===== config.mk =====
export PLATFORM = sky130hd
export DESIGN_NAME = io_bus_module_select
export DESIGN_NICKNAME = d
export VERILOG_FILES = /design/src/io_bus_module_select.v /design/src/sync2.v /design/src/control_output_bank.v
export VERILOG_INCLUDE_DIRS = /design/src
export SDC_FILE = /design/constraint.sdc
export NUM_CORES = 1
export LEC_CHECK = 0
export ABC_CLOCK_PERIOD_IN_PS = 2300
export BUFFER_PORTS_ARGS = -buffer_cell sky130_fd_sc_hd__buf_2
export CORE_ASPECT_RATIO = 0.8
export CORE_MARGIN = 2
export CORE_UTILIZATION = 46
export DETAILED_ROUTE_END_ITERATION = 16
export PLACE_DENSITY = 0.85
export SETUP_SLACK_MARGIN = 0.4
export SLEW_MARGIN = 20
export SYNTH_ARGS = -nofsm -noshare
export SYNTH_HDL_FRONTEND = slang
export SYNTH_SLANG_ARGS = --single-unit
export TNS_END_PERCENT = 10

===== constraint.sdc =====
create_clock -name clk_in -period 2.3 [get_ports clk_in]
set_clock_uncertainty 0.15 [all_clocks]
set_input_delay 0.575 -clock clk_in [delete_from_list [all_inputs] [get_ports clk_in]]
set_output_delay 0.575 -clock clk_in [all_outputs]
set_load 0.02 [all_outputs]

===== src/io_bus_map.vh =====
// Constants for the host I/O bus select block: bus fields, register offsets, reset values
`ifndef IO_BUS_MAP_VH
`define IO_BUS_MAP_VH

// Host bus fields
`define BUS_ADDR_MSB      5
`define BUS_FCODE_LSB     6
`define BUS_FCODE_MSB     8
`define BUS_TAG_EXC       11
`define BUS_TAG_SENSE     12
`define BUS_TAG_DATA      14
`define BUS_TAG_XSEL      15

// Register port offsets
`define REG_CONFIG        2'h0
`define REG_STATUS        2'h1

// Config register fields
`define CFG_ADDR_MSB      5
`define CFG_ENABLE        6

// Status register fields
`define ST_SEL_LSB        0
`define ST_SEL_MSB        2
`define ST_SEL_VALID      3
`define ST_XFER_OUT       4
`define ST_XFER_IN        5
`define ST_DMA_ARMED      6
`define ST_DMA_CONN       7
`define ST_DMA_REQ        8
`define ST_DMA_DIR_OUT    9

// Reset values
`define RST_DEV_ADDR      6'h28
`define RST_ENABLE        1'h1

`endif


===== src/io_bus_module_select.v =====
// Host I/O bus decode, register select, sense, control and DMA handshake
//
// How it works
// - Low six bus lines carry device address; respond only on match.
// - Bus lines six to eight carry the three-bit function code.
// - Line eleven tags control function, line twelve tags sense test.
// - Line fourteen tags data transfer, line fifteen tags extended select.
// - Select codes zero to seven pick output registers one to eight.
// - Input enable and output strobe are chained to expansion modules.
// - Gated input word: line zero is LSB, line fifteen MSB.
// - Falling pacing-ready line, while connected, raises the DMA transfer request.
// - DMA word needs request raised, then acknowledge before moving.
// - Connect attaches module once DMA is armed or module select is high, connected shown, disconnect ends session.
// - DMA direction input decides whether word goes out or in.
// - Control output zero flags outward, one inward, in status only; both arm DMA.
// - Data-ready strobe loads or gates, and clears transfer latch.
// - Selection persists until another select code is issued or a system reset clears it.
// - Low sense line returns a true sense response.
`timescale 1ns/100ps
`include "io_bus_map.vh"
module io_bus_module_select #(
  parameter NREG = 8,
  parameter NIN  = 4
) (
  input  wire              clk_in,
  input  wire              rst_b_in,
  // Host bus
  input  wire [15:0]       host_bus_in,
  output reg  [15:0]       host_bus_out,
  output reg               host_bus_oe_out,
  input  wire              function_ready_strobe_in,
  input  wire              data_ready_strobe_in,
  input  wire              system_reset_in,
  output reg               sense_response_out,
  output reg               transfer_out_latch_out,
  // DMA controller
  input  wire              dma_connect_in,
  input  wire              dma_disconnect_in,
  input  wire              dma_transfer_ack_in,
  input  wire              dma_direction_in,
  input  wire              dma_module_select_in,
  output reg               dma_transfer_request_out,
  output reg               dma_connected_out,
  // External equipment
  input  wire              external_pacing_ready_b_in,
  input  wire [7:0]        sense_b_in,
  input  wire [7:0]        control_output_reset_b_in,
  output wire [7:0]        external_control_out,
  input  wire [16*NIN-1:0] gated_input_word_in,
  output reg  [NIN-1:0]    input_enable_chain_out,
  output reg  [NIN-1:0]    output_strobe_chain_out,
  output reg  [NREG-1:0]   register_load_pulse_out,
  output reg  [NREG-1:0]   register_select_line_out,
  output reg  [16*NREG-1:0] register_word_out,
  // Register port
  input  wire [1:0]        reg_addr_in,
  input  wire [15:0]       reg_wdata_in,
  input  wire              reg_wr_in,
  input  wire              reg_rd_in,
  output reg  [15:0]       reg_rdata_out
);

  //////////////////////////////////////////////////////////////////////////////
  // Functions
  function [7:0] onehot8;
    input [2:0] code;
    begin
      onehot8 = 8'h01 << code;
    end
  endfunction

  //////////////////////////////////////////////////////////////////////////////
  // Pin synchronisers
  wire [15:0] bus_s;
  wire [7:0]  ctl_s;
  wire [7:0]  sense_b_s;
  wire [7:0]  rex_b_s;
  wire        pace_b_s;

  sync2 #(.W(16), .RST_VAL(1'b0)) u_sync_bus (
    .clk_in   (clk_in),
    .rst_b_in (rst_b_in),
    .d_in     (host_bus_in),
    .q_out    (bus_s)
  );

  sync2 #(.W(8), .RST_VAL(1'b0)) u_sync_ctl (
    .clk_in   (clk_in),
    .rst_b_in (rst_b_in),
    .d_in     ({function_ready_strobe_in, data_ready_strobe_in, system_reset_in,
                dma_connect_in, dma_disconnect_in, dma_transfer_ack_in,
                dma_direction_in, dma_module_select_in}),
    .q_out    (ctl_s)
  );

  sync2 #(.W(8), .RST_VAL(1'b1)) u_sync_sense (
    .clk_in   (clk_in),
    .rst_b_in (rst_b_in),
    .d_in     (sense_b_in),
    .q_out    (sense_b_s)
  );

  sync2 #(.W(8), .RST_VAL(1'b1)) u_sync_rex (
    .clk_in   (clk_in),
    .rst_b_in (rst_b_in),
    .d_in     (control_output_reset_b_in),
    .q_out    (rex_b_s)
  );

  sync2 #(.W(1), .RST_VAL(1'b1)) u_sync_pace (
    .clk_in   (clk_in),
    .rst_b_in (rst_b_in),
    .d_in     (external_pacing_ready_b_in),
    .q_out    (pace_b_s)
  );

  wire fry_s  = ctl_s[7];
  wire dry_s  = ctl_s[6];
  wire srst_s = ctl_s[5];
  wire conn_s = ctl_s[4];
  wire disc_s = ctl_s[3];
  wire ack_s  = ctl_s[2];
  wire dir_s  = ctl_s[1];
  wire msel_s = ctl_s[0];

  //////////////////////////////////////////////////////////////////////////////
  // State
  reg  [5:0]  dev_addr_q;
  reg         enable_q;
  reg  [2:0]  sel_q;
  reg         sel_valid_q;
  reg         xfer_in_q;
  reg         armed_q;
  reg         dir_out_q;
  reg         fry_d_q;
  reg         dry_d_q;
  reg         ack_d_q;
  reg         pace_d_q;
  reg         gate_hold_q;

  wire        fry_rise  = fry_s & ~fry_d_q;
  wire        dry_rise  = dry_s & ~dry_d_q;
  wire        ack_rise  = ack_s & ~ack_d_q;
  wire        pace_fall = ~pace_b_s & pace_d_q;

  wire        addr_hit  = enable_q & (bus_s[`BUS_ADDR_MSB:0] == dev_addr_q);
  wire [2:0]  fcode     = bus_s[`BUS_FCODE_MSB:`BUS_FCODE_LSB];
  wire        func_ok   = fry_rise & addr_hit;
  wire        tag_exc   = bus_s[`BUS_TAG_EXC];
  wire        tag_sense = bus_s[`BUS_TAG_SENSE];
  wire        tag_data  = bus_s[`BUS_TAG_DATA];
  wire        tag_xsel  = bus_s[`BUS_TAG_XSEL];
  wire        no_tag    = ~(tag_exc | tag_sense | tag_data | tag_xsel);

  wire [7:0]  exc_set   = (func_ok & tag_exc) ? onehot8(fcode) : 8'h00;

  // Program transfers on the data strobe, DMA transfers on the acknowledge
  wire        dma_move  = ack_rise & dma_connected_out & dma_transfer_request_out;
  wire        load_ev   = sel_valid_q & ((dry_rise & transfer_out_latch_out)
                                         | (dma_move & dir_s));
  wire        gate_ev   = sel_valid_q & ((dry_rise & xfer_in_q)
                                         | (dma_move & ~dir_s));
  wire [1:0]  mod_idx   = sel_q[2:1];

  //////////////////////////////////////////////////////////////////////////////
  // Control outputs
  control_output_bank #(.N(8)) u_ctl_bank (
    .clk_in   (clk_in),
    .rst_b_in (rst_b_in),
    .set_in   (exc_set),
    .clr_b_in (rex_b_s),
    .ctl_out  (external_control_out)
  );

  //////////////////////////////////////////////////////////////////////////////
  // Select, transfer latch and DMA handshake
  always @(posedge clk_in or negedge rst_b_in)
  begin
    if (!rst_b_in)
    begin
      fry_d_q                  <= 1'b0;
      dry_d_q                  <= 1'b0;
      ack_d_q                  <= 1'b0;
      pace_d_q                 <= 1'b1;
      sel_q                    <= 3'h0;
      sel_valid_q              <= 1'b0;
      transfer_out_latch_out   <= 1'b0;
      xfer_in_q                <= 1'b0;
      armed_q                  <= 1'b0;
      dir_out_q                <= 1'b0;
      dma_connected_out        <= 1'b0;
      dma_transfer_request_out <= 1'b0;
    end
    else
    begin
      fry_d_q  <= fry_s;
      dry_d_q  <= dry_s;
      ack_d_q  <= ack_s;
      pace_d_q <= pace_b_s;
      if (srst_s)
      begin
        sel_q                    <= 3'h0;
        sel_valid_q              <= 1'b0;
        transfer_out_latch_out   <= 1'b0;
        xfer_in_q                <= 1'b0;
        armed_q                  <= 1'b0;
        dir_out_q                <= 1'b0;
        dma_connected_out        <= 1'b0;
        dma_transfer_request_out <= 1'b0;
      end
      else
      begin
        // Strobe clears first so that a fresh function instruction wins
        if (dry_rise)
        begin
          transfer_out_latch_out <= 1'b0;
          xfer_in_q              <= 1'b0;
        end
        if (func_ok & tag_xsel)
        begin
          sel_q       <= fcode;
          sel_valid_q <= 1'b1;
        end
        if (func_ok & tag_data)
          transfer_out_latch_out <= 1'b1;
        else if (func_ok & no_tag)
          xfer_in_q <= 1'b1;
        if (disc_s)
        begin
          dma_connected_out        <= 1'b0;
          dma_transfer_request_out <= 1'b0;
          armed_q                  <= 1'b0;
        end
        else
        begin
          if (conn_s & (armed_q | msel_s))
            dma_connected_out <= 1'b1;
          if (ack_rise)
            dma_transfer_request_out <= 1'b0;
          if (pace_fall & dma_connected_out)
            dma_transfer_request_out <= 1'b1;
        end
        // Control outputs zero and one set the status direction flag and arm DMA; arming beats disconnect
        if (exc_set[0] | exc_set[1])
        begin
          armed_q   <= 1'b1;
          dir_out_q <= exc_set[0];
        end
      end
    end
  end

  //////////////////////////////////////////////////////////////////////////////
  // Output registers, gated inputs and chains
  integer i;

  always @(posedge clk_in or negedge rst_b_in)
  begin
    if (!rst_b_in)
    begin
      register_word_out        <= {16*NREG{1'b0}};
      register_load_pulse_out  <= {NREG{1'b0}};
      register_select_line_out <= {NREG{1'b0}};
      output_strobe_chain_out  <= {NIN{1'b0}};
      input_enable_chain_out   <= {NIN{1'b0}};
      host_bus_out             <= 16'h0000;
      host_bus_oe_out          <= 1'b0;
      gate_hold_q              <= 1'b0;
      sense_response_out       <= 1'b0;
    end
    else
    begin
      register_select_line_out <= sel_valid_q ? onehot8(sel_q) : 8'h00;
      register_load_pulse_out  <= load_ev ? onehot8(sel_q) : 8'h00;
      for (i = 0; i < NIN; i = i + 1)
        output_strobe_chain_out[i] <= load_ev & (mod_idx == i);
      for (i = 0; i < NREG; i = i + 1)
        if (load_ev & (sel_q == i))
          register_word_out[16*i +: 16] <= bus_s;
      // Input word held on the bus until both the strobe and acknowledge are low
      if (gate_ev)
      begin
        gate_hold_q     <= 1'b1;
        host_bus_out    <= gated_input_word_in[16*mod_idx +: 16];
        host_bus_oe_out <= 1'b1;
        for (i = 0; i < NIN; i = i + 1)
          input_enable_chain_out[i] <= (mod_idx == i);
      end
      else if (gate_hold_q & ~dry_s & ~ack_s)
      begin
        gate_hold_q            <= 1'b0;
        host_bus_oe_out        <= 1'b0;
        input_enable_chain_out <= {NIN{1'b0}};
      end
      // Sense answer stands while the function strobe is held
      sense_response_out <= fry_s & addr_hit & tag_sense & ~sense_b_s[fcode];
    end
  end

  //////////////////////////////////////////////////////////////////////////////
  // Register port
  always @(posedge clk_in or negedge rst_b_in)
  begin
    if (!rst_b_in)
    begin
      dev_addr_q    <= `RST_DEV_ADDR;
      enable_q      <= `RST_ENABLE;
      reg_rdata_out <= 16'h0000;
    end
    else
    begin
      if (reg_wr_in && reg_addr_in == `REG_CONFIG)
      begin
        dev_addr_q <= reg_wdata_in[`CFG_ADDR_MSB:0];
        enable_q   <= reg_wdata_in[`CFG_ENABLE];
      end
      reg_rdata_out <= 16'h0000;
      if (reg_rd_in)
      begin
        if (reg_addr_in == `REG_CONFIG)
          reg_rdata_out <= {9'h000, enable_q, dev_addr_q};
        else if (reg_addr_in == `REG_STATUS)
          reg_rdata_out <= {6'h00, dir_out_q, dma_transfer_request_out,
                            dma_connected_out, armed_q, xfer_in_q,
                            transfer_out_latch_out, sel_valid_q, sel_q};
      end
    end
  end

endmodule // io_bus_module_select


===== src/sync2.v =====
// Two-flip-flop synchroniser for pin inputs
`timescale 1ns/100ps
module sync2 #(
  parameter W       = 1,
  parameter RST_VAL = 1'b0
) (
  input  wire         clk_in,
  input  wire         rst_b_in,
  input  wire [W-1:0] d_in,
  output wire [W-1:0] q_out
);

  reg [W-1:0] meta_q;
  reg [W-1:0] sync_q;

  always @(posedge clk_in or negedge rst_b_in)
  begin
    if (!rst_b_in)
    begin
      meta_q <= {W{RST_VAL}};
      sync_q <= {W{RST_VAL}};
    end
    else
    begin
      meta_q <= d_in;
      sync_q <= meta_q;
    end
  end

  assign q_out = sync_q;

endmodule // sync2


===== src/control_output_bank.v =====
// Eight set/reset external-control output flip-flops
`timescale 1ns/100ps
module control_output_bank #(
  parameter N = 8
) (
  input  wire         clk_in,
  input  wire         rst_b_in,
  input  wire [N-1:0] set_in,
  input  wire [N-1:0] clr_b_in,
  output reg  [N-1:0] ctl_out
);

  // Output stays set until its own reset input is driven low; a set wins
  always @(posedge clk_in or negedge rst_b_in)
  begin
    if (!rst_b_in)
      ctl_out <= {N{1'b0}};
    else
      ctl_out <= (ctl_out & clr_b_in) | set_in;
  end

endmodule // control_output_bank


# [Word level (Yosys, flattened, before mapping)]
# Cells that the tools add are included.
[word_totals] register_bits=297 latch_bits=0 ramBits=0 mem_bits_ro=0 inputBits=127 output_inout_bits=197 wordCells=158 memories=0
[classes] add_sub_neg=0 mul=0 n_div=0 magnitude_cmp=1 eq_ne=12 shift=3 n_mux=35 bitwise_logic=55 n_reduce_logical=11
[op_table] operator="$shiftx A64 B7 Y16" n=1
[op_table] operator="$and A1 B1 Y1" n=37
[op_table] operator="$mux W1" n=24
[op_table] operator="$mux W8" n=3
[op_table] operator="$mux W10" n=2
[op_table] operator="$mux W16" n=1
[op_table] operator="$shl A1 B3 Y8 const A" n=2
[op_table] operator="$eq A3 B3 Y1 const B" n=4
[op_table] operator="$not A1 Y1" n=9
[op_table] operator="$reduce_bool A3 Y1" n=3
[op_table] operator="$and A8 B8 Y8" n=1
[op_table] operator="$mux W4" n=2
[op_table] operator="$or A8 B8 Y8" n=1
[op_table] operator="$or A1 B1 Y1" n=7
[op_table] operator="$eq A3 B2 Y1 const B" n=2
[op_table] operator="$eq A6 B6 Y1" n=1
[op_table] operator="$mux W3" n=2
[op_table] operator="$reduce_bool A2 Y1" n=3
[op_table] operator="$eq A2 B1 Y1 const B" n=2
[op_table] operator="$eq A2 B2 Y1 const B" n=2
[op_table] operator="$logic_not A2 Y1" n=2
[op_table] operator="$lt A3 B4 Y1 const B" n=1
[op_table] operator="$reduce_bool A4 Y1" n=1
[op_table] operator="$bmux W1 S3" n=1
[op_table] operator="3 further kinds" n=3

# [Depth between registers and ports, before layout]
# Gate-level depths: netlist of run 1.
[depth] ltp_word=8 ltp_mapped=6 mapped_depth_nobuf=4

# [Hierarchy]
# Synthesis of run 1 repeated with hierarchy kept, for this count alone.
[unflattened] cells_unflattened=644 area_unflattened_um2=10637.7
[by_module_without_submodules] mod="io_bus_module_select" n_inst=1 cells_per_inst=546 area_each_um2=8282.9 seq_area_each_um2=5034.8
[by_module_without_submodules] mod="sync2 at u_sync_rex ..." n_inst=2 cells_per_inst=16 area_each_um2=420.4 seq_area_each_um2=420.4
[by_module_without_submodules] mod="sync2 at u_sync_bus" n_inst=1 cells_per_inst=32 area_each_um2=800.8 seq_area_each_um2=800.8
[by_module_without_submodules] mod="sync2 at u_sync_ctl" n_inst=1 cells_per_inst=16 area_each_um2=400.4 seq_area_each_um2=400.4
[by_module_without_submodules] mod="control_output_bank" n_inst=1 cells_per_inst=16 area_each_um2=260.2 seq_area_each_um2=200.2
[by_module_without_submodules] mod="sync2 at u_sync_pace" n_inst=1 cells_per_inst=2 area_each_um2=52.6 seq_area_each_um2=52.6

# [Worst setup path before layout of run 1]
# Ideal clock, no wire load.
[synth_path] path_type="register to register" startpoint="register u_sync_bus.sync_q[4], in the netlist u_sync_bus.q_out[4]" endpoint="register xfer_in_q" setup_time_ns=0.096 arrival_ns=2.040 required_time_ns=2.054 slack_ns=0.015 path_stages_with_launch=7 n_path_buf=2 period_less_slack_ns=2.285 path_cell_list="dfrtp_1 > buf_6 > xor2_1 > or4_4 > or4_4 > buf_6 > o32ai_2"
[synth_via] elab_chain_cells=7 word_cells_on_any_way=8 classes_between="eq/ne: 1; mux: 3; bitwise: 4"
[synth_rtl] item="from (decl)" line_no="sync2.v:14" source="reg [W-1:0] sync_q;"
[synth_rtl] item="from (signal assigned)" line_no="sync2.v:21" source="sync_q <= {W{RST_VAL}};"
[synth_rtl] item="from (signal assigned)" line_no="sync2.v:26" source="sync_q <= meta_q;"
[synth_rtl] item="$eq A6 B6 Y1 *" line_no="io_bus_module_select.v:146" source="wire addr_hit = enable_q & (bus_s[`BUS_ADDR_MSB:0] == dev_addr_q);"
[synth_rtl] item="$and A1 B1 Y1 *" line_no="io_bus_module_select.v:146"
[synth_rtl] item="$and A1 B1 Y1 *" line_no="io_bus_module_select.v:148" source="wire func_ok = fry_rise & addr_hit;"
[synth_rtl] item="$and A1 B1 Y1" line_no="io_bus_module_select.v:226" source="else if (func_ok & no_tag)"
[synth_rtl] item="$mux W1" line_no="io_bus_module_select.v:226"
[synth_rtl] item="$mux W1 *" line_no="io_bus_module_select.v:224" source="if (func_ok & tag_data)"
[synth_rtl] item="$mux W1 *" line_no="io_bus_module_select.v:200" source="if (srst_s)"
[synth_rtl] item="to (signal assigned)" line_no="io_bus_module_select.v:205" source="xfer_in_q <= 1'b0;"
[synth_rtl] item="to (signal assigned)" line_no="io_bus_module_select.v:217" source="xfer_in_q <= 1'b0;"
[synth_rtl] item="to (signal assigned)" line_no="io_bus_module_select.v:227" source="xfer_in_q <= 1'b1;"
[synth_rtl] item="to (decl)" line_no="io_bus_module_select.v:132" source="reg xfer_in_q;"
# Every way passes the cells marked *; elsewhere a longest branch is shown, timed or not.
# A chain may end at the register's enable or synchronous reset.

# [Worst setup path after layout of run 1]
[layout_path] startpoint="register enable_q" endpoint="register u_ctl_bank.ctl_out[5]"
[layout_via] elab_chain_cells=5
[layout_rtl] item="from (decl)" line_no="io_bus_module_select.v:129" source="reg enable_q;"
[layout_rtl] item="from (signal assigned)" line_no="io_bus_module_select.v:307" source="enable_q <= `RST_ENABLE;"
[layout_rtl] item="from (signal assigned)" line_no="io_bus_module_select.v:315" source="enable_q <= reg_wdata_in[`CFG_ENABLE];"
[layout_rtl] item="$and A1 B1 Y1" line_no="io_bus_module_select.v:146"
[layout_rtl] item="$and A1 B1 Y1" line_no="io_bus_module_select.v:148"
[layout_rtl] item="$and A1 B1 Y1" line_no="io_bus_module_select.v:155" source="wire [7:0] exc_set = (func_ok & tag_exc) ? onehot8(fcode) : 8'h00;"
[layout_rtl] item="$mux W8" line_no="io_bus_module_select.v:155"
[layout_rtl] item="$or A8 B8 Y8" line_no="control_output_bank.v:19" source="ctl_out <= (ctl_out & clr_b_in) | set_in;"
[layout_rtl] item="to (signal assigned)" line_no="control_output_bank.v:17" source="ctl_out <= {N{1'b0}};"
[layout_rtl] item="to (signal assigned)" line_no="control_output_bank.v:19"
[layout_rtl] item="to (decl)" line_no="control_output_bank.v:10" source="output reg [N-1:0] ctl_out"
# No other way between the ends.

==> key figures, run 1 <==
Drt
  • 1st-iter DRT viols: 386
  • 1st-pass router iterations: 4
  • Post-DR wirelength/cell: 20.53 um
  • Drt drc: 0
  • Vias: 6901
  • Routed wire length: 28.09 mm
  • Number of routed nets with antenna violations: 0
  • Vias per cell: 5.045

Synth
  • Flops & latches, synth: 291
  • Post-Synthesis Cells: 639
  • Sequential share of the synthesized area: 0.6971
  • Mean Syn Cell Area: 16.45 sq um
  • Post-Syn Area: 10510 sq um
  • Synth cell types: 39
  • Synthesis warning total: 0

Clock network
  • CTS tree: yes
  • Cts bufs inserted: 28
  • H-tree depth: 1
  • Clock tree sinks: 291
  • Clk root buf: clkbuf_16
  • Worst-path clk slew: 60 ps
  • Longest Clk Path Bufs: 3
  • Clock latency on the worst-skew pair: 540 ps

Place
  • Setup WS pre-CTS: -202.5 ps
  • Hpwl dp: 18.80 mm
  • GP Congestion: 0.8061
  • Port bufs: 308

Timing
  • Fin. Hold Viols: 0
  • Hold_ws: 27.39 ps
  • Final setup fails: 0
  • Post-route minimum period: 2233 ps
  • Max Transition Viols Final: 0
  • Final WS setup: 67.31 ps
  • Fmax: 447.9 MHz
  • RSZ-0062 raised after global routing: true
  • Period utilization: 0.9707

Layout
  • Ratio of cells with drive above 1 in the final layout: 0.6073
  • Syn-to-layout area delta: 38.01%
  • Sequential Area: 7333 sq um
  • Area occupied by multi-input gates: 3157 sq um
  • Antenna cells: 0
  • Fill cells: 1635
  • Layout Nets: 1167

Floorplan
  • Core ar.: 22440 sq um
  • Row Count: 49
  • Die X: 173.0 um
  • IO Count: 324
  • Die area: 24090 sq um
  • Starting Density: 0.4686
  • Die Y-Extent: 139.2 um

Power and ir drop
  • Total power: 10.68 mW
  • Pleak: 7.688 nW
  • Pwr per Cell Area: 736.4 nW/um^2
  • VDD IR max: 681.2 uV

Run status
  • Status: finished, final reports clean

Worst setup path
  • Worst EP arrival: 2520 ps
  • Critical Path, Cell by Cell: nand2_2, or4_4, or4_4, o41ai_2
  • CP startpoint kind: flip-flop
  • Worst-path maximum fanout: 8
  • CP top delay family: simple AND/OR/NAND/NOR gates
  • CP most frequent cell: or4_4
  • Buf/Inv on CP: 0
  • R2r startpoint: enable_q$_DFFE_PN1P_
  • Crit end category: flip-flop
  • Worst setup path class: reg2reg
  • Worst Setup SP: enable_q$_DFFE_PN1P_
  • Worst Path Required: 2580 ps
  • CP max stage delay: 590 ps
  • Critical path's slowest cell: or4_4

GRT
  • Largest net degree at the start of global routing: 63
  • Global route total overflow: 0
  • Vias in the first global route: 7523
  • First-pass GRT wire length: 43.79 mm
  • Total track usage: 0.2348
  • Antenna violations before repair: 2

Job
  • # Max-Cap Violations: 0

Hold path
  • Worst Hold Launch: host_bus_in[14]
  • Worst Hold Class: in2reg
-- power by group --
part,internal [mW],switching [mW]
Combinational,0.259,0.294
Sequential,5.27,0.0910
Clock,2.84,1.93
-- through the flow --
step | instance area, sq um | TNS (ps) | utilization | std cells
3_3_place_gp | 12690 | -6138 | 0.5654 | 1258
2_1_floorplan | 10620 | 0 | - | 644
3_5_place_dp | 12690 | -7990 | 0.5654 | 1258
4_1_cts | 14340 | 0 | 0.6389 | 1364
6_report | 14510 | 0 | 0.6466 | 1368
5_1_grt | 14510 | 0 | 0.6466 | 1368
-- layout make-up --
class / instances / share of cell area
timing repair buffer: 404 / 0.1808
sequential: 291 / 0.5054
clock buffer: 39 / 0.05674
inverter: 9 / 0.002328
clock inverter: 13 / 0.01078
tap: 306 / 0.02639
multi-input combinational: 306 / 0.2176
-- timing repair --
item,CTS,global route
setup endpoints to repair,168,167
pin swaps,6,5
cloned,2,2
hold endpoints to repair,79,0
buffers inserted,11,2
gates resized for setup,14,25
hold buffers,41,0
-- cells by family (layout without fill, tap and decap cells) --
logic type / count (synthesis) / after routing / synth area share
muxes: 183 / 183 / 0.2137
buffers and inverters: 47 / 465 / 0.02106
DFF: 291 / 291 / 0.6971
other: 1 / 6 / 0.0003567
AOI/OAI and AO/OA: 21 / 21 / 0.01761
and+or+nand+nor: 90 / 90 / 0.04510
xor gates and xnor gates: 6 / 6 / 0.004998
-- metal layers --
metal	wire length (um)	up-vias	track usage	share of wire
li1	-	3026	-	-
met1	12010	3568	0.3228	0.43
met2	13700	255	0.3869	0.49
met3	1647	50	0.04508	0.059
met4	726	2	0.06423	0.026
met5	16	-	0	0.00057
-- registers in the layout, indices dropped and copies added, names as in the netlist, 6 cells and up --
register                  cells
register_word_out           128
host_bus_out                 16
u_sync_bus.meta_q            16
u_sync_bus.q_out             16
reg_rdata_out                10
register_load_pulse_out       8
register_select_line_out      8
u_ctl_bank.ctl_out            8
u_sync_ctl.meta_q             8
u_sync_ctl.q_out              8
u_sync_rex.meta_q             8
u_sync_rex.q_out              8
u_sync_sense.meta_q           8
u_sync_sense.q_out            8
dev_addr_q                    6
-- final timing paths --
| path | slack, ps | cells after the start | end |
|---|---|---|---|
| max | 70 | 4 | u_ctl_bank.ctl_out[5]$_DFF_PN0_ |
| min | 30 | 1 | u_sync_bus.meta_q[14]$_DFF_PN0_ |
| max reg2reg | 70 | 4 | u_ctl_bank.ctl_out[5]$_DFF_PN0_ |
| min reg2reg | 190 | 0 | u_sync_ctl.q_out[6]$_DFF_PN0_ |
| max in group asynchronous | 880 | 3 | u_sync_pace.meta_q$_DFF_PN1_ |
| min in group asynchronous | 390 | 2 | register_word_out[120]$_DFFE_PN0P_ |
-- cells in the final DEF (no fill, tap or decap), types with 3 or more instances in the layout --
cell           Yosys  final
dfrtp_2            0      3
mux4_2            18     18
clkbuf_8           0      6
inv_1              9      9
mux2_2           151    134
mux2i_1           13     13
o21ai_0            4      3
clkbuf_1          18      4
nor2_1            20     19
and3_1             5      5
nor3_1             5      4
xor2_1             4      3
mux2_4             0     17
buf_4              6     36
nand2_1           28     25
buf_2              6    307
bufinv_16          0      3
clkbuf_16          0     31
nor2b_1            3      3
nand2b_1          16     16
dfstp_2           38     38
clkinv_2           0      7
nor3_4             0      5
buf_12             0     13
conb_1             1      6
dlygate4sd3_1      0     41
dfrtp_1          253    250
-- worst register-to-register path: stages, from the launching register on --
cell and delay, ps:
dfstp_2 540, nand2_2 60, or4_4 550, or4_4 590, o41ai_2 250
-- synth_stat cells --
| cell type | number | area share |
|---|---|---|
| a211oi_1 | 1 | 0.00071 |
| a21oi_1 | 2 | 0.00095 |
| a22o_1 | 2 | 0.0017 |
| a22oi_1 | 1 | 0.00071 |
| a31o_2 | 1 | 0.00083 |
| a32oi_1 | 1 | 0.00083 |
| and3_1 | 5 | 0.0030 |
| and4b_1 | 1 | 0.00095 |
| buf_1 | 6 | 0.0021 |
| buf_2 | 6 | 0.0029 |
| buf_4 | 6 | 0.0043 |
| buf_6 | 2 | 0.0021 |
| clkbuf_1 | 18 | 0.0064 |
| conb_1 | 1 | 0.00036 |
| dfrtp_1 | 253 | 0.60 |
| dfstp_2 | 38 | 0.095 |
| inv_1 | 9 | 0.0032 |
| mux2_1 | 1 | 0.0011 |
| mux2_2 | 151 | 0.16 |
| mux2i_1 | 13 | 0.012 |
| mux4_2 | 18 | 0.039 |
| nand2_1 | 28 | 0.010 |
| nand2b_1 | 16 | 0.0095 |
| nand4bb_1 | 1 | 0.0011 |
| nor2_1 | 20 | 0.0071 |
| nor2b_1 | 3 | 0.0018 |
| nor3_1 | 5 | 0.0024 |
| nor3_2 | 4 | 0.0038 |
| nor3b_1 | 1 | 0.00071 |
| o21ai_0 | 4 | 0.0019 |
| o21ba_2 | 1 | 0.00095 |
| o31ai_1 | 4 | 0.0029 |
| o32ai_2 | 2 | 0.0031 |
| o41ai_2 | 2 | 0.0031 |
| or3_1 | 2 | 0.0012 |
| or4_1 | 2 | 0.0014 |
| or4_4 | 2 | 0.0021 |
| xnor2_1 | 2 | 0.0017 |
| xor2_1 | 4 | 0.0033 |
No activity file was read; power rests on OpenSTA's default activity.
==> run 2: changes to the inputs <==
--- a/config.mk
+++ b/config.mk
@@ -6,6 +6,7 @@
 export SDC_FILE = /design/constraint.sdc
 export NUM_CORES = 1
 export LEC_CHECK = 0
+export ABC_AREA = 1
 export ABC_CLOCK_PERIOD_IN_PS = 2300
 export BUFFER_PORTS_ARGS = -buffer_cell sky130_fd_sc_hd__buf_2
 export CORE_ASPECT_RATIO = 0.8
==> key figures, run 2 <==
Run status
  • Status: finished, final reports clean

Worst setup path
  • Buf/Inv on CP: 1 (+1)
  • Worst-path maximum fanout: 4 (-4)
  • CP max stage delay: 410 ps (-180 ps)
  • Worst Path Required: 1570 ps (-1010 ps)
  • CP startpoint kind: flip-flop
  • Crit end category: primary output
  • Worst EP arrival: 1110 ps (-1410 ps)
  • Critical Path, Cell by Cell: buf_2
  • CP top delay family: flip-flops
  • Worst Setup SP: dma_transfer_request_out$_DFFE_PN0P_
  • R2r startpoint: dev_addr_q[3]$_DFFE_PN1P_
  • Worst setup path class: reg2out
  • Critical path's slowest cell: dfrtp_1

Layout
  • Final Non-Filler Cells: 1640 (+20%)
  • Most frequent cells in the layout: buf_2 (307), nand2_1 (254), dfrtp_1 (251), o21ai_0 (130), nand3_1 (61)
  • Most common cell after layout, fill and taps aside: buf_2
  • Fill cells: 1665 (+1.8%)
  • Layout Nets: 1442 (+24%)
  • Largest register FFs: 128 (unchanged)
  • Post-layout util: 0.6294 (-0.01726)
  • Ratio of cells with drive above 1 in the final layout: 0.3246 (-0.2827)
  • Largest reg by FF count: register_word_out
  • Syn-to-layout area delta: 33.26%
  • Design area: 13650 sq um (-6.0%)

GRT
  • First-pass GRT wire length: 42.55 mm (-2.8%)
  • Largest net degree at the start of global routing: 53 (-16%)
  • Vias in the first global route: 7672 (+2.0%)
  • Global route total overflow: 0 (unchanged)
  • Total track usage: 0.2366 (+0.001805)
  • Antenna violations before repair: 3 (+1)

Timing
  • Post-route minimum period: 1836 ps (-396.5 ps)
  • RSZ-0062 raised after global routing: true
  • Final setup fails: 0 (unchanged)
  • Fmax: 544.6 MHz (+22%)
  • Max Transition Viols Final: 0 (unchanged)
  • Period utilization: 0.7984 (-0.1724)
  • Final WS setup: 463.8 ps (+396.5 ps)
  • Setup Total Neg Slack: 0 ps (unchanged)
  • Measured slew at the worst slew-check pin: 642.5 ps
  • Fin. Hold Viols: 0 (unchanged)
  • Worst slew margin: 0.5691

Clock network
  • Clock tree sinks: 291 (unchanged)
  • Clock latency on the worst-skew pair: 530 ps (about the same)
  • H-tree depth: 1 (unchanged)
  • Longest Clk Path Bufs: 3 (unchanged)
  • CTS tree: yes
  • Worst-path clk slew: 60 ps (about the same)
  • Cts bufs inserted: 28 (unchanged)
  • Clk root buf: clkbuf_16

Drt
  • Vias per cell: 5.051 (+0.13%)
  • Number of routed nets with antenna violations: 0 (unchanged)
  • Routed wire length: 28.93 mm (+3.0%)
  • Drt drc: 0 (unchanged)
  • 1st-pass router iterations: 6 (+2)
  • Vias: 8284 (+20%)
  • 1st-iter DRT viols: 761 (+97%)
  • Post-DR wirelength/cell: 17.64 um (-14%)

Power and ir drop
  • Pleak: 7.119 nW (-7.4%)
  • Sw Share: 0.2166 (about the same)
  • Sequential share of power: 0.520 (+0.018)
  • Clock Power Share: 0.430 (-0.016)
  • Pwr per Cell Area: 746.3 nW/um^2 (+1.3%)
  • Int Pwr: 7.978 mW (-4.7%)
  • Sw Pwr: 2.205 mW (-4.6%)
  • VDD IR max: 492.2 uV (-28%)
  • Combinational fraction of design power: 0.050 (-0.002)

Synth
  • Post-synth top cells: nand2_1 (255), dfrtp_1 (253), o21ai_0 (132)
  • Largest area contributor in the netlist: dfrtp_1
  • Post-Syn Area: 10240 sq um (-2.6%)
  • Post-synth EDFFs: 0 (unchanged)
  • Largest cells by area after synthesis: dfrtp_1 (62%), dfstp_2 (9.8%), nand2_1 (9.3%)
  • Count leader, synth: nand2_1
  • Sequential share of the synthesized area: 0.7158 (+0.01865)
  • Synth cell types: 25 (-36%)
  • Synthesis warning total: 0 (unchanged)
  • Post-synth top area share: 0.6183 (+0.01611)
  • Ys async rst share: 1.000 (unchanged)
  • Post-Synthesis Cells: 949 (+49%)
  • Mean Syn Cell Area: 10.79 sq um (-34%)
  • Most used DFF post-synth: dfrtp_1
  • Flops & latches, synth: 291 (unchanged)

Floorplan
  • IO Count: 324 (unchanged)
  • Starting Density: 0.4723 (+0.003748)
  • Die Y-Extent: 137.5 um (-1.3%)
  • Die area: 23480 sq um (-2.5%)
  • Die X: 170.8 um (-1.3%)
  • Row Count: 48 (-2.0%)
  • Core ar.: 21680 sq um (-3.4%)

Job
  • # Max-Cap Violations: 0 (unchanged)

Hold path
  • Worst Hold Launch: host_bus_in[11]
  • Worst Hold Class: in2reg

Place
  • Port bufs: 308 (unchanged)
  • GP Congestion: 0.8255 (+2.4%)
  • Hpwl dp: 19.91 mm (+5.9%)
  • Inst Count DP: 1543 (+23%)
  • Setup WS pre-CTS: 318.5 ps (+521.0 ps)
  • Post-DP Area: 12280 sq um (-3.2%)
-- run 2: cell types whose count changed after synthesis, sizes merged, moves of 18 or more --
cell | before | now
nand4 | 0 | 20
nand2 | 28 | 255
nand3 | 0 | 62
o21ai | 4 | 137
mux4 | 18 | 0
inv | 9 | 61
mux2 | 152 | 0
nor2 | 20 | 40
-- run 2: path summary, 6_finish.rpt --
check,slack (ps),to,cells after the start
max,460,dma_transfer_request_out,1
min reg2reg,190,u_sync_bus.q_out[10]$_DFF_PN0_,0
min in group asynchronous,440,host_bus_out[14]$_DFFE_PN0P_,2
max reg2reg,470,sel_q[2]$_DFFE_PN0P_,11
max in group asynchronous,890,u_sync_rex.q_out[5]$_DFF_PN1_,3
min,20,u_sync_bus.meta_q[11]$_DFF_PN0_,1
-- run 2: logic make-up after synthesis --
group	synth area share
other	0.0003662
DFF	0.7158
buffers and inverters	0.04338
and+or+nand+nor	0.1535
AOI/OAI and AO/OA	0.08700
-- run 2: layout make-up --
class                           count  area [sq um]  share of cell area
Sequential cell                   291          7332              0.5373
Multi-Input combinational cell    553          2515              0.1843
Timing Repair Buffer              380          2293              0.1681
Clock buffer                       43         808.3             0.05923
Tap cell                          300         375.4             0.02751
Inverter                           61         237.7             0.01742
Clock inverter                      9         76.32            0.005593
Antenna cell                        3         7.507           0.0005502
-- run 2: through the flow --
step	total power, mW	hold slack, ps
global placement	5.828	183.9
floorplan	5.515	129.4
finish	10.18	23.62
CTS	10.24	0.2348
global route	10.54	8.716
detailed placement	5.839	184.7
-- run 2: per-layer routing --
metal	up-vias	GRT usage	wire (um)	share of wire
met3	51	0.05257	2370	0.082
met1	4020	0.3300	12030	0.42
met5	-	0	12	0.00041
met2	386	0.3763	13800	0.48
met4	2	0.07015	721	0.025
li1	3825	-	-	-
-- run 2: what timing repair did --
action	CTS	global route
pin swaps	1	0
endpoints found under the setup margin	110	151
buffers inserted	3	1
resized for setup	5	15
hold buffers	36	2
hold endpoints to repair	77	2
-- run 2: power groups by stage --
| stage | Clock [mW] | Combinational (mW) | Sequential [mW] |
|---|---|---|---|
| final | 4.38 | 0.509 | 5.30 |
| after floorplan | 0 | 0.133 | 5.38 |
| after global routing | 4.67 | 0.564 | 5.30 |
| after global placement | 0 | 0.445 | 5.38 |
| after detailed placement | 0 | 0.453 | 5.39 |
| after CTS | 4.43 | 0.506 | 5.30 |
==> run 3: changes to the inputs <==
--- a/config.mk
+++ b/config.mk
@@ -6,14 +6,14 @@
 export SDC_FILE = /design/constraint.sdc
 export NUM_CORES = 1
 export LEC_CHECK = 0
-export ABC_AREA = 1
-export ABC_CLOCK_PERIOD_IN_PS = 2300
+export ABC_AREA = 0
+export ABC_CLOCK_PERIOD_IN_PS = 1700
 export BUFFER_PORTS_ARGS = -buffer_cell sky130_fd_sc_hd__buf_2
 export CORE_ASPECT_RATIO = 0.8
 export CORE_MARGIN = 2
-export CORE_UTILIZATION = 46
+export CORE_UTILIZATION = 51
 export DETAILED_ROUTE_END_ITERATION = 16
-export PLACE_DENSITY = 0.85
+export PLACE_DENSITY = 0.89
 export SETUP_SLACK_MARGIN = 0.4
 export SLEW_MARGIN = 20
 export SYNTH_ARGS = -nofsm -noshare
==> constraint.sdc (replaced) <==
create_clock -name clk_in -period 1.7 [get_ports clk_in]
set_clock_uncertainty 0.15 [all_clocks]
set_input_delay 0.425 -clock clk_in [delete_from_list [all_inputs] [get_ports clk_in]]
set_output_delay 0.425 -clock clk_in [all_outputs]
set_load 0.02 [all_outputs]
==> key figures, run 3 (synthesis results as in run 1) <==
Timing
  • Fin. Hold Viols: 0 (unchanged)
  • Final WS setup: -565.2 ps (-1029 ps)
  • Max Transition Viols Final: 0 (unchanged)
  • Final setup fails: 174 (+174)
  • Period utilization: 1.332
  • Hold_ws: 172.8 ps (+149.1 ps)
  • Post-route minimum period: 2265 ps
  • Fmax: 441.5 MHz
  • RSZ-0062 raised after global routing: true

GRT
  • Largest net degree at the start of global routing: 47 (-11%)
  • Vias in the first global route: 8543 (+11%)
  • First-pass GRT wire length: 52.83 mm (+24%)
  • Total track usage: 0.3252 (+0.08854)
  • Global route total overflow: 0 (unchanged)
  • Antenna violations before repair: 0 (-3)

Floorplan
  • Die X: 164.5 um (-3.7%)
  • IO Count: 324 (unchanged)
  • Core ar.: 20030 sq um (-7.6%)
  • Row Count: 46 (-4.2%)
  • Die Y-Extent: 132.4 um (-3.7%)
  • Die area: 21790 sq um (-7.2%)
  • Starting Density: 0.5249 (+0.05263)

Layout
  • Ratio of cells with drive above 1 in the final layout: 0.6228 (+0.2982)
  • Most frequent cells in the layout: dfrtp_1 (250), buf_6 (211), mux2_4 (120), buf_2 (116)
  • Largest reg by FF count: register_word_out
  • Layout Nets: 1208 (-16%)
  • Syn-to-layout area delta: 57.49%
  • Most common cell after layout, fill and taps aside: dfrtp_1
  • Design area: 16560 sq um (+21%)
  • Fill cells: 919 (-45%)
  • Largest register FFs: 128 (unchanged)

Power and ir drop
  • VDD IR max: 712.0 uV (+45%)
  • Total power: 15.17 mW (+49%)
  • Pleak: 8.285 nW (+16%)
  • Pwr per Cell Area: 916.0 nW/um^2 (+23%)

Worst setup path
  • Critical Path, Cell by Cell: nand2_1, or4_4, or4_4, o41ai_2
  • Worst setup path class: reg2reg
  • Crit end category: flip-flop
  • CP most frequent cell: or4_4
  • Worst Path Required: 1960 ps (+390 ps)
  • CP startpoint kind: flip-flop
  • Critical path's slowest cell: or4_4
  • Worst EP arrival: 2520 ps (+1410 ps)
  • CP max stage delay: 560 ps (+150 ps)
  • Worst-path maximum fanout: 8 (+4)

Drt
  • Routed wire length: 35.52 mm (+23%)
  • 1st-iter DRT viols: 598 (-21%)
  • Number of routed nets with antenna violations: 0 (unchanged)
  • 1st-pass router iterations: 5 (-1)
  • Vias: 7532 (-9.1%)
  • Vias per cell: 5.506 (+9.0%)
  • Drt drc: 0 (unchanged)
  • Post-DR wirelength/cell: 25.97 um (+47%)

Run status
  • Status: complete, but fails checks
  • Failing checks: setup timing

Place
  • Setup WS pre-CTS: -635.6 ps (-954.1 ps)
  • GP Congestion: 0.8375 (+1.5%)
  • Post-DP Area: 13080 sq um (+6.5%)
  • Port bufs: 308 (unchanged)
  • Hpwl dp: 19.18 mm (-3.7%)

Clock network
  • CTS tree: yes
  • Longest Clk Path Bufs: 3 (unchanged)
  • Worst-path clk slew: 70 ps (about the same)
  • Clock latency on the worst-skew pair: 540 ps (about the same)
  • Clk root buf: clkbuf_16
  • H-tree depth: 1 (unchanged)
  • Cts bufs inserted: 28 (unchanged)
  • Clock tree sinks: 291 (unchanged)

Job
  • # Max-Cap Violations: 0 (unchanged)

Hold path
  • Worst Hold Class: in2reg
run 3: changes by cell type in the layout (fill, tap and decap cells not counted), moves of 18 or more:
cell     change
nand2_1    -233
mux2_4     +120
buf_4       +27
o21ai_0    -126
mux2_2      +31
nor2_1      -20
nand3_1     -61
inv_1       -49
buf_6      +206
mux4_2      +18
nand4_1     -20
buf_2      -191
run 3: through the flow:
| step | instances | util | TNS, ps |
|---|---|---|---|
| CTS | 1363 | 0.8120 | -39150 |
| global route | 1367 | 0.8266 | -59110 |
| global placement | 1252 | 0.6532 | -44940 |
| finish | 1368 | 0.8267 | -54120 |
| floorplan | 644 | - | -46390 |
| detailed placement | 1252 | 0.6532 | -51190 |
run 3: timing repair:
action | CTS | global route
gates cloned | 2 | 0
endpoints found under the hold margin | 170 | 1
hold buffers | 48 | 1
setup endpoints to repair | 370 | 383
gates resized for setup | 478 | 66
setup buffers | 9 | 3
pin swaps | 10 | 9
run 3: layer usage:
metal,share of wire,track usage,vias up
met1,0.37,0.3976,3946
met4,0.042,0.1357,0
li1,-,-,3082
met3,0.072,0.07085,102
met5,0,0,-
met2,0.52,0.5602,402
run 3: final cells by class:
type	count	area, sq um	share of cell area
Antenna cell	1	2.502	0.0001511
Clock buffer	37	775.7	0.04685
Clock inverter	15	237.7	0.01436
Inverter	9	33.78	0.002040
Multi-Input combinational cell	306	3632	0.2194
Sequential cell	291	7333	0.4429
Tap cell	264	330.3	0.01995
Timing Repair Buffer	445	4213	0.2544
run 3: report_power, final:
group / switching [mW] / internal, mW / leakage, nW / total (mW)
Clock: 2.80 / 4.14 / 0.497 / 6.95
Sequential: 0.107 / 7.13 / 3.76 / 7.24
Combinational: 0.489 / 0.495 / 4.02 / 0.984
run 3: worst max-delay path, delay by kind of cell (launching register included):
kind | cells | cell delay (ps)
compound gates | 1 | 290
flops | 1 | 530
simple gates | 3 | 1150
run 3: worst paths after layout:
path | from | to | slack, ps | depth (start not counted)
worst max-delay path | enable_q$_DFFE_PN1P_ | u_ctl_bank.ctl_out[4]$_DFF_PN0_ | -570 | 4
worst max register to register | enable_q$_DFFE_PN1P_ | u_ctl_bank.ctl_out[4]$_DFF_PN0_ | -570 | 4
min in group asynchronous | rst_b_in | register_word_out[72]$_DFFE_PN0P_ | 260 | 2
max in group asynchronous | rst_b_in | u_sync_sense.q_out[0]$_DFF_PN1_ | 490 | 3
worst min register to register | u_sync_bus.meta_q[8]$_DFF_PN0_ | u_sync_bus.q_out[8]$_DFF_PN0_ | 190 | 0
worst min-delay path | reg_addr_in[1] | reg_rdata_out[7]$_DFF_PN0_ | 170 | 3
